$ cat src/rtl/acc_pkg.sv
/*
  acc_pkg: constants and carrier types for the analog comparator control
  and status register.
  assumes: an 8-bit cpu with separate data-space and i/o-space strobes.
*/
package acc_pkg;

  // register placement
  localparam logic [15:0] ACC_DS_OFFSET = 16'h0050;
  localparam logic [15:0] ACC_IO_SHIFT = 16'h0020;
  localparam logic [15:0] ACC_IO_OFFSET_W = ACC_DS_OFFSET - ACC_IO_SHIFT;
  localparam logic [5:0] ACC_IO_OFFSET = ACC_IO_OFFSET_W[5:0];

  // field positions
  localparam int ACC_BIT_DISABLE = 7;
  localparam int ACC_BIT_BANDGAP = 6;
  localparam int ACC_BIT_OUT_SYNC = 5;
  localparam int ACC_BIT_FLAG = 4;
  localparam int ACC_BIT_IE = 3;
  localparam int ACC_BIT_ROUTE = 2;
  localparam int ACC_BIT_MODE_HI = 1;
  localparam int ACC_BIT_MODE_LO = 0;

  // reset value of every field
  localparam logic [7:0] ACC_RESET = 8'h00;

  // synchroniser depth
  localparam int ACC_SYNC_STAGES = 2;

  // interrupt trigger selection
  typedef enum logic [1:0] {
    ACC_MODE_TOGGLE = 2'h0,
    ACC_MODE_RSVD = 2'h1,
    ACC_MODE_FALL = 2'h2,
    ACC_MODE_RISE = 2'h3
  } acc_mode_t;

  // cpu access to the register, both address spaces
  typedef struct packed {
    logic [15:0] ds_addr;
    logic ds_we;
    logic ds_re;
    logic [5:0] io_addr;
    logic io_we;
    logic io_re;
    logic [7:0] wdata;
  } acc_cpu_req_t;

  // control levels towards the analog core
  typedef struct packed {
    logic power_down;
    logic bandgap_sel;
  } acc_analog_ctl_t;

endpackage : acc_pkg

$ cat src/rtl/acc_ctrl.sv
/*
  acc_ctrl: analog comparator control and status register with event
  detection, interrupt flag, and routing to timer input capture.
  assumes: cpu strobes are one-cycle pulses on clk; comparator output
  is asynchronous; vector_ack pulses when the cpu takes the vector.
*/
// How it works
// RULE_01 - writing one to bit 7 powers the comparator down
// RULE_02 - software clears interrupt enable before changing the disable bit
// RULE_03 - bit 6 set selects bandgap reference, clear selects positive pin
// RULE_04 - comparator output is synchronised into bit 5, one to two cycles late
// RULE_05 - flag bit 4 sets on output event matching selected mode
// RULE_06 - flag clears when the cpu takes the comparator vector
// RULE_07 - writing one to the flag clears it, zero leaves it
// RULE_08 - interrupt requested only with flag, enable bit 3 and global enable
// RULE_09 - bit 2 set routes comparator output to timer capture front end
// RULE_10 - bit 2 clear leaves no path to timer capture at all
// RULE_11 - software must also enable the timer capture interrupt
// RULE_12 - register answers at data offset 0x50 and i/o offset 0x30
// RULE_13 - mode 00 toggle, 10 falling, 11 rising, 01 reserved
`timescale 1ns/100ps
module acc_ctrl (
  // clock and reset
  input wire logic clk,
  input wire logic rst,
  // cpu access
  input wire acc_pkg::acc_cpu_req_t cpu_req,
  output logic [7:0] rdata_q,
  output logic rvalid_q,
  // cpu interrupt interface
  input wire logic global_int_enable,
  input wire logic vector_ack,
  output logic irq_req_q,
  // analog comparator core
  input wire logic comparator_raw,
  output acc_pkg::acc_analog_ctl_t analog_ctl_q,
  // timer input capture front end
  output logic capture_src_q
);
  import acc_pkg::*;

  logic disable_q;
  logic disable_d;
  logic bandgap_q;
  logic bandgap_d;
  logic flag_q;
  logic flag_d;
  logic ie_q;
  logic ie_d;
  logic route_q;
  logic route_d;
  acc_mode_t mode_q;
  acc_mode_t mode_d;
  logic prev_q;

  // address decode for both spaces
  wire ds_hit = (cpu_req.ds_addr == ACC_DS_OFFSET); // RULE_12
  wire io_hit = (cpu_req.io_addr == ACC_IO_OFFSET); // RULE_12
  wire reg_wr = (cpu_req.ds_we && ds_hit) || (cpu_req.io_we && io_hit);
  wire reg_rd = (cpu_req.ds_re && ds_hit) || (cpu_req.io_re && io_hit);
  wire [7:0] wd = cpu_req.wdata;

  // synchronised comparator output
  logic [0:0] out_sync_v;
  acc_sync #(
    .WIDTH(1),
    .STAGES(ACC_SYNC_STAGES)
  ) u_sync (
    .clk(clk),
    .rst(rst),
    .async_in(comparator_raw),
    .sync_out(out_sync_v)
  );
  wire out_sync = out_sync_v[0]; // RULE_04

  // edge detection on the synchronised level only
  wire ev_rise = out_sync && !prev_q;
  wire ev_fall = !out_sync && prev_q;
  wire ev_toggle = ev_rise || ev_fall;
  // reserved mode never fires, so a stray code cannot flood the cpu
  wire ev_match = (mode_q == ACC_MODE_TOGGLE && ev_toggle)
    || (mode_q == ACC_MODE_FALL && ev_fall)
    || (mode_q == ACC_MODE_RISE && ev_rise); // RULE_13

  // read view of the register
  wire [7:0] reg_view = {disable_q, bandgap_q, out_sync, flag_q, ie_q, route_q, mode_q};

  // next-state for software fields
  assign disable_d = reg_wr ? wd[ACC_BIT_DISABLE] : disable_q; // RULE_01
  assign bandgap_d = reg_wr ? wd[ACC_BIT_BANDGAP] : bandgap_q; // RULE_03
  assign ie_d = reg_wr ? wd[ACC_BIT_IE] : ie_q; // RULE_08
  assign route_d = reg_wr ? wd[ACC_BIT_ROUTE] : route_q; // RULE_09
  assign mode_d = reg_wr ? acc_mode_t'({wd[ACC_BIT_MODE_HI], wd[ACC_BIT_MODE_LO]}) : mode_q;

  // flag: a new event wins over either kind of clear
  wire flag_wclr = reg_wr && wd[ACC_BIT_FLAG]; // RULE_07
  wire flag_hclr = vector_ack; // RULE_06
  assign flag_d = ev_match ? 1'h1 : ((flag_wclr || flag_hclr) ? 1'h0 : flag_q); // RULE_05

  always_ff @(posedge clk or posedge rst)
  begin
    if (rst)
    begin
      disable_q <= ACC_RESET[ACC_BIT_DISABLE];
      bandgap_q <= ACC_RESET[ACC_BIT_BANDGAP];
      flag_q <= ACC_RESET[ACC_BIT_FLAG];
      ie_q <= ACC_RESET[ACC_BIT_IE];
      route_q <= ACC_RESET[ACC_BIT_ROUTE];
      mode_q <= acc_mode_t'(ACC_RESET[ACC_BIT_MODE_HI:ACC_BIT_MODE_LO]);
      prev_q <= 1'h0;
    end
    else
    begin
      disable_q <= disable_d;
      bandgap_q <= bandgap_d;
      flag_q <= flag_d;
      ie_q <= ie_d;
      route_q <= route_d;
      mode_q <= mode_d;
      prev_q <= out_sync;
    end
  end

  // outputs, all registered
  always_ff @(posedge clk or posedge rst)
  begin
    if (rst)
    begin
      rdata_q <= 8'h00;
      rvalid_q <= 1'h0;
      irq_req_q <= 1'h0;
      analog_ctl_q <= '0;
      capture_src_q <= 1'h0;
    end
    else
    begin
      rdata_q <= reg_rd ? reg_view : rdata_q; // RULE_12
      rvalid_q <= reg_rd;
      // enable is not qualified by disable: the cpu must drop ie first
      irq_req_q <= flag_d && ie_d && global_int_enable; // RULE_08 RULE_02
      analog_ctl_q.power_down <= disable_d; // RULE_01
      analog_ctl_q.bandgap_sel <= bandgap_d; // RULE_03
      // gated to zero so a cleared route leaves no path at all
      capture_src_q <= route_d && out_sync; // RULE_09 RULE_10
    end
  end

  // checks

  property p_power_down;
    @(posedge clk) disable iff (rst)
    reg_wr |=> (analog_ctl_q.power_down == $past(wd[ACC_BIT_DISABLE]));
  endproperty
  a_power_down: assert property (p_power_down) // RULE_01
    else $error("power down does not follow written disable bit");

  property p_bandgap_sel;
    @(posedge clk) disable iff (rst)
    reg_wr |=> (analog_ctl_q.bandgap_sel == $past(wd[ACC_BIT_BANDGAP]))
      && (bandgap_q == analog_ctl_q.bandgap_sel);
  endproperty
  a_bandgap_sel: assert property (p_bandgap_sel) // RULE_03
    else $error("positive input select disagrees with bandgap bit");

  property p_sync_delay;
    @(posedge clk) disable iff (rst)
    (comparator_raw ##1 comparator_raw ##1 comparator_raw) |-> out_sync;
  endproperty
  a_sync_delay: assert property (p_sync_delay) // RULE_04
    else $error("synchronised output late by more than two cycles");

  property p_sync_low;
    @(posedge clk) disable iff (rst)
    (!comparator_raw)[*3] |-> !out_sync;
  endproperty
  a_sync_low: assert property (p_sync_low) // RULE_04
    else $error("synchronised output stuck high");

  property p_flag_set;
    @(posedge clk) disable iff (rst)
    ev_match |=> flag_q;
  endproperty
  a_flag_set: assert property (p_flag_set) // RULE_05
    else $error("matching event did not set flag");

  property p_flag_vector_clr;
    @(posedge clk) disable iff (rst)
    (vector_ack && !ev_match) |=> !flag_q;
  endproperty
  a_flag_vector_clr: assert property (p_flag_vector_clr) // RULE_06
    else $error("vector acknowledge did not clear flag");

  property p_flag_write;
    @(posedge clk) disable iff (rst)
    (reg_wr && !vector_ack && !ev_match) |=> (flag_q == ($past(flag_q) && !$past(wd[ACC_BIT_FLAG])));
  endproperty
  a_flag_write: assert property (p_flag_write) // RULE_07
    else $error("flag write-one-to-clear misbehaved");

  property p_irq;
    @(posedge clk) disable iff (rst)
    irq_req_q == (flag_q && ie_q && $past(global_int_enable));
  endproperty
  a_irq: assert property (p_irq) // RULE_08
    else $error("interrupt request not gated by flag and enables");

  property p_irq_needs_flag;
    @(posedge clk) disable iff (rst)
    irq_req_q |-> (flag_q && ie_q);
  endproperty
  a_irq_needs_flag: assert property (p_irq_needs_flag) // RULE_08
    else $error("interrupt request without flag and enable");

  property p_route_on;
    @(posedge clk) disable iff (rst)
    (route_q && !reg_wr) |=> (capture_src_q == $past(out_sync));
  endproperty
  a_route_on: assert property (p_route_on) // RULE_09
    else $error("capture source does not follow comparator");

  property p_route_off;
    @(posedge clk) disable iff (rst)
    (!route_d) |=> !capture_src_q;
  endproperty
  a_route_off: assert property (p_route_off) // RULE_10
    else $error("capture source active with routing off");

  property p_read_back;
    @(posedge clk) disable iff (rst)
    reg_rd |=> (rvalid_q && rdata_q == $past(reg_view));
  endproperty
  a_read_back: assert property (p_read_back) // RULE_12
    else $error("read at register offset returned wrong data");

  property p_reserved_mode;
    @(posedge clk) disable iff (rst)
    (mode_q == ACC_MODE_RSVD && !flag_q) |=> !flag_q;
  endproperty
  a_reserved_mode: assert property (p_reserved_mode) // RULE_13
    else $error("reserved mode raised the flag");

  property p_rvalid_idle;
    @(posedge clk) disable iff (rst)
    !reg_rd |=> !rvalid_q;
  endproperty
  a_rvalid_idle: assert property (p_rvalid_idle) // RULE_12
    else $error("read valid without a read hit");

  property p_rdata_hold;
    @(posedge clk) disable iff (rst)
    !reg_rd |=> $stable(rdata_q);
  endproperty
  a_rdata_hold: assert property (p_rdata_hold) // RULE_12
    else $error("read data changed without a read hit");

  property p_ie_write;
    @(posedge clk) disable iff (rst)
    reg_wr |=> (ie_q == $past(wd[ACC_BIT_IE]));
  endproperty
  a_ie_write: assert property (p_ie_write) // RULE_08
    else $error("interrupt enable does not follow written bit");

  property p_route_write;
    @(posedge clk) disable iff (rst)
    reg_wr |=> (route_q == $past(wd[ACC_BIT_ROUTE]));
  endproperty
  a_route_write: assert property (p_route_write) // RULE_09
    else $error("capture routing does not follow written bit");

  property p_mode_write;
    @(posedge clk) disable iff (rst)
    reg_wr |=> (mode_q == $past(wd[ACC_BIT_MODE_HI:ACC_BIT_MODE_LO]));
  endproperty
  a_mode_write: assert property (p_mode_write) // RULE_13
    else $error("trigger mode does not follow written bits");

  property p_fields_hold;
    @(posedge clk) disable iff (rst)
    !reg_wr |=> $stable({disable_q, bandgap_q, ie_q, route_q, mode_q});
  endproperty
  a_fields_hold: assert property (p_fields_hold) // RULE_12
    else $error("control field changed without a register write");

  property p_flag_rise;
    @(posedge clk) disable iff (rst)
    ($rose(out_sync) && mode_q == ACC_MODE_RISE) |=> flag_q;
  endproperty
  a_flag_rise: assert property (p_flag_rise) // RULE_13 RULE_05
    else $error("rising output in rise mode did not set flag");

  property p_flag_fall;
    @(posedge clk) disable iff (rst)
    ($fell(out_sync) && mode_q == ACC_MODE_FALL) |=> flag_q;
  endproperty
  a_flag_fall: assert property (p_flag_fall) // RULE_13 RULE_05
    else $error("falling output in fall mode did not set flag");

  property p_flag_toggle;
    @(posedge clk) disable iff (rst)
    ($changed(out_sync) && mode_q == ACC_MODE_TOGGLE) |=> flag_q;
  endproperty
  a_flag_toggle: assert property (p_flag_toggle) // RULE_13 RULE_05
    else $error("output toggle in toggle mode did not set flag");

  property p_flag_quiet;
    @(posedge clk) disable iff (rst)
    (!$changed(out_sync) && !reg_wr && !vector_ack) |=> $stable(flag_q);
  endproperty
  a_flag_quiet: assert property (p_flag_quiet) // RULE_05
    else $error("flag changed with no event and no clear");

endmodule : acc_ctrl

$ cat src/rtl/acc_sync.sv
/*
  acc_sync: multi-stage flip-flop synchroniser, one chain per bit.
  assumes: inputs are asynchronous to clk; only the last stage is read.
*/
`timescale 1ns/100ps
module acc_sync #(
  parameter int WIDTH = 1,
  parameter int STAGES = 2
) (
  // clock and reset
  input wire logic clk,
  input wire logic rst,
  // async in, synchronised out
  input wire logic [WIDTH-1:0] async_in,
  output logic [WIDTH-1:0] sync_out
);

  // a single stage would hand a metastable level to the logic
  generate
    if (STAGES < 2)
    begin : g_bad_stages
      $error("acc_sync needs at least two stages");
    end
  endgenerate

  genvar gi;
  generate
    for (gi = 0; gi < WIDTH; gi++)
    begin : g_bit
      logic [STAGES-1:0] chain_q;
      always_ff @(posedge clk or posedge rst)
      begin
        if (rst)
        begin
          chain_q <= '0;
        end
        else
        begin
          chain_q <= {chain_q[STAGES-2:0], async_in[gi]};
        end
      end
      assign sync_out[gi] = chain_q[STAGES-1];
    end
  endgenerate

endmodule : acc_sync

$ cat config.mk
export PLATFORM = sky130hd
export DESIGN_NAME = acc_ctrl
export DESIGN_NICKNAME = d
export VERILOG_FILES = /design/src/rtl/acc_pkg.sv /design/src/rtl/acc_ctrl.sv /design/src/rtl/acc_sync.sv
export SDC_FILE = /design/constraint.sdc
export NUM_CORES = 1
export LEC_CHECK = 0
export BUFFER_PORTS_ARGS = -buffer_cell sky130_fd_sc_hd__buf_2
export CAP_MARGIN = 20
export CORE_MARGIN = 10
export CORE_UTILIZATION = 44
export DETAILED_ROUTE_END_ITERATION = 8
export PLACE_DENSITY = 0.83
export SLEW_MARGIN = 15
export SYNTH_ARGS = -nofsm -noshare
export SYNTH_HDL_FRONTEND = slang
export SYNTH_SLANG_ARGS = --single-unit
$ cat constraint.sdc
create_clock -name clk -period 1.3 [get_ports clk]
set_clock_uncertainty 0.1 [all_clocks]
set_input_delay 0.065 -clock clk [delete_from_list [all_inputs] [get_ports clk]]
set_output_delay 0.065 -clock clk [all_outputs]
set_load 0.1 [all_outputs]
==> results.json <==
{
  "drt_pre_antenna_iters": 4,
  "cts_tree": "done",
  "hold_ws_ns": -0.01419,
  "max_freq_ghz": 0.7512,
  "nets": 186,
  "diodes": 0,
  "arrival_ns": 1.46,
  "die_w_um": 68.79,
  "max_stage_delay_ns": 0.45,
  "tightest_slew_ns": 0.4971,
  "setup_viol": 1,
  "status": "finished, violations left",
  "route.vias.total": 888,
  "die-area_mm2": 0.004731,
  "cts_hold_buf": 11,
  "htreeDepth": 1,
  "worstHoldStart": "cpu_req[16]",
  "p_per_area_mw_per_mm2": 1046,
  "clk_latency_ns": 0.31,
  "crit_type": "reg2reg",
  "rows": 17,
  "initial_core_util_pct": 46.89,
  "power_frac_seq_pct": 47.4,
  "vias_per_cell": 5.163,
  "worstReg2RegStart": "u_sync.g_bit[0].chain_q[1]$_DFF_PP0_",
  "cts_buffer_depth": 2,
  "cp-end-kind": "flop",
  "maxCapViolCount": 0,
  "rsz0062_at_grt": "yes",
  "numCtsBuffers": 3,
  "gp_congestion": 0.7362,
  "grt_overflow_total": 0,
  "maxSlewHeadroom_pct": 67.09,
  "pwr-share-clk_pct": 19.1,
  "crit_path_cell_trace": "ha_1, o21ai_2, o21ai_2, a32oi_1",
  "path_buf_inv": 0,
  "synth-seq-cells": 21,
  "drt-wirelength-per-cell_um": 17.38,
  "yosys_warnings": 0,
  "clkSlewWorstSetupHoldPaths_ns": 0.12,
  "p_int_mw": 1.019,
  "finalHoldViolCount": 1,
  "dpl.hpwl_um": 2337,
  "fillers": 162,
  "switching_power_mw": 0.5973,
  "startpoint": "u_sync.g_bit[0].chain_q[1]$_DFF_PP0_",
  "cp_top_family": "flip-flops",
  "fp.dieH_um": 68.79,
  "netlist_area_mm2": 0.001047,
  "period_share_pct": 102.4,
  "final_common_cell": "buf_2",
  "timing.rr.end": "irq_req_q$_DFF_PP0_",
  "synth.net_count": 115,
  "avgSynthCellArea_um2": 14.15,
  "grt_pass1_wl_um": 4705,
  "dp_slack_ns": -0.2096,
  "final_cell_mix": "42 x buf_2, 14 x mux2_4, 13 x dfrtp_1, 11 x dlygate4sd3_1",
  "period_needed_ns": 1.331,
  "crit_required_ns": 1.43,
  "switching_share_pct": 36.96,
  "routed_wl_um": 2989,
  "drive_gt1_share_pct": 65.28,
  "syn_inst": 74,
  "yosysSeqAreaShare_pct": 50.18,
  "power.share.combinational_pct": 33.5,
  "drc": 0,
  "r2r_cells": 4,
  "grt_usage_pct": 13.07,
  "root_buffer": "clkbuf_4",
  "violations": "negative hold slack, negative setup slack",
  "p_leak_nw": 0.8265,
  "start_kind": "flop",
  "drt-initial-drc-count": 41,
  "yosysUniqueCellTypes": 23,
  "cts_num_sinks": 21,
  "slowest_stage": "dfrtp_1",
  "holdPathStages": 3,
  "antenna_found_initial": 0,
  "grt_pass1_vias": 1022,
  "path_max_fanout": 4,
  "setup_ws_ns": -0.03121,
  "io_buffer_count": 50,
  "reg2reg_slack_ns": -0.03,
  "crit_path_frequent_cell": "o21ai_2",
  "holdPathEnd": "rvalid_q$_DFF_PP0_",
  "grt_max_degree": 13,
  "core_area_mm2": 0.002233,
  "peakVddDrop_uv": 599.1,
  "hold_class": "in2reg",
  "drv_slew": 0,
  "io_pins": 52,
  "area_growth_pct": 47.55,
  "ant_nets": 0
}
[logic make-up (layout without fill, tap and decap cells)]
logic type | after synthesis | after routing | synth area share [%]
AO/OA/AOI/OAI | 8 | 8 | 6.810
buffers and inverters | 7 | 77 | 3.226
flip-flops | 21 | 21 | 50.18
multiplexers | 15 | 15 | 21.03
adder cells (fa/ha/maj) | 2 | 2 | 2.389
AND/OR/NAND/NOR | 21 | 21 | 16.37
[cells in the mapped netlist]
library cell  number  area share [%]
a21oi_1            1            0.48
a21oi_4            2             3.1
a31oi_1            1            0.60
a32oi_1            1            0.84
and2_1             1            0.60
and3_1             1            0.60
and4_4             2             2.2
buf_4              2             1.4
dfrtp_1           21              50
ha_1               2             2.4
inv_1              5             1.8
mux2_4            14              20
mux2i_1            1            0.96
nand2_1            7             2.5
nand3_1            1            0.48
nand3b_1           1            0.72
nand4_1            2             1.2
nand4b_1           1            0.84
nor4_2             3             3.6
nor4b_2            1             1.4
nor4b_4            1             2.3
o2111ai_1          1            0.84
o21ai_0            2            0.96
[state kept, by name, summed over array words and instances (netlist names)]
signal	flops
route_q	1
u_sync.g_bit.chain_q	2
ie_q	1
flag_q	1
irq_req_q	1
prev_q	1
rvalid_q	1
mode_q	2
capture_src_q	1
analog_ctl_q	2
rdata_q	8
[repair_timing]
| action | in CTS | in global routing |
|---|---|---|
| gates resized for setup | 3 | 9 |
| endpoints found under the setup margin | 4 | 8 |
| setup buffers | 1 | 0 |
| endpoints found under the hold margin | 28 | 1 |
| pin swaps | 0 | 1 |
[tightest hold or removal path, delay by kind of cell]
kind | cells | cell delay (ns)
AOI/OAI and AO/OA | 1 | 0.12
buffers and inverters | 2 | 0.17
[power groups by stage]
| stage | combinational (mW) | clock (mW) | sequential, mW |
|---|---|---|---|
| final | 0.541 | 0.309 | 0.766 |
| after CTS | 0.524 | 0.315 | 0.762 |
| after floorplan | 0.189 | 0 | 0.942 |
| after global placement | 0.479 | 0 | 0.770 |
| after global routing | 0.566 | 0.345 | 0.776 |
| after detailed placement | 0.493 | 0 | 0.772 |
[metrics by stage]
| stage | total power, mW | setup TNS, ns | cells | instance area [µm²] | util (%) |
|---|---|---|---|---|---|
| 2_1_floorplan | 1.131 | 0 | 74 | 1057 | - |
| 3_3_place_gp | 1.249 | -2.154 | 156 | 1373 | 61.46 |
| 3_5_place_dp | 1.265 | -2.967 | 156 | 1373 | 61.46 |
| 4_1_cts | 1.601 | 0 | 172 | 1523 | 68.18 |
| 5_1_grt | 1.687 | -0.1168 | 172 | 1545 | 69.19 |
| 6_report | 1.616 | -0.03121 | 172 | 1545 | 69.19 |
[per-layer routing]
metal  track usage (%)  part of all wire, %  vias up
li1                  -                    -      412
met3             3.221                  7.5        5
met4             7.389                  2.0        0
met2             23.85                   54       39
met5                 0                    0        -
met1             13.28                   37      432
[worst max-delay path by stage]
stage,endpoint,slack [ns],cells past startpoint
2_1_floorplan,rdata_q[0]$_DFFE_PP0P_,0.01,4
3_3_place_gp,rdata_q[2]$_DFFE_PP0P_,-0.15,5
3_5_place_dp,rdata_q[4]$_DFFE_PP0P_,-0.21,5
4_1_cts,irq_req_q$_DFF_PP0_,0.002,4
5_1_grt,irq_req_q$_DFF_PP0_,-0.08,4
6_report,irq_req_q$_DFF_PP0_,-0.03,4
[final cells by class]
cell class	instances	area (µm²)	area share [%]
clock buffers	3	22.52	1.457
inverters	5	18.77	1.215
flip-flops and latches	21	535.5	34.66
multi-input cells	46	495.5	32.06
clock inverters	1	5.005	0.3239
repair buffers	68	432.9	28.02
well taps	28	35.03	2.267
No activity file was read; power rests on OpenSTA's default activity.
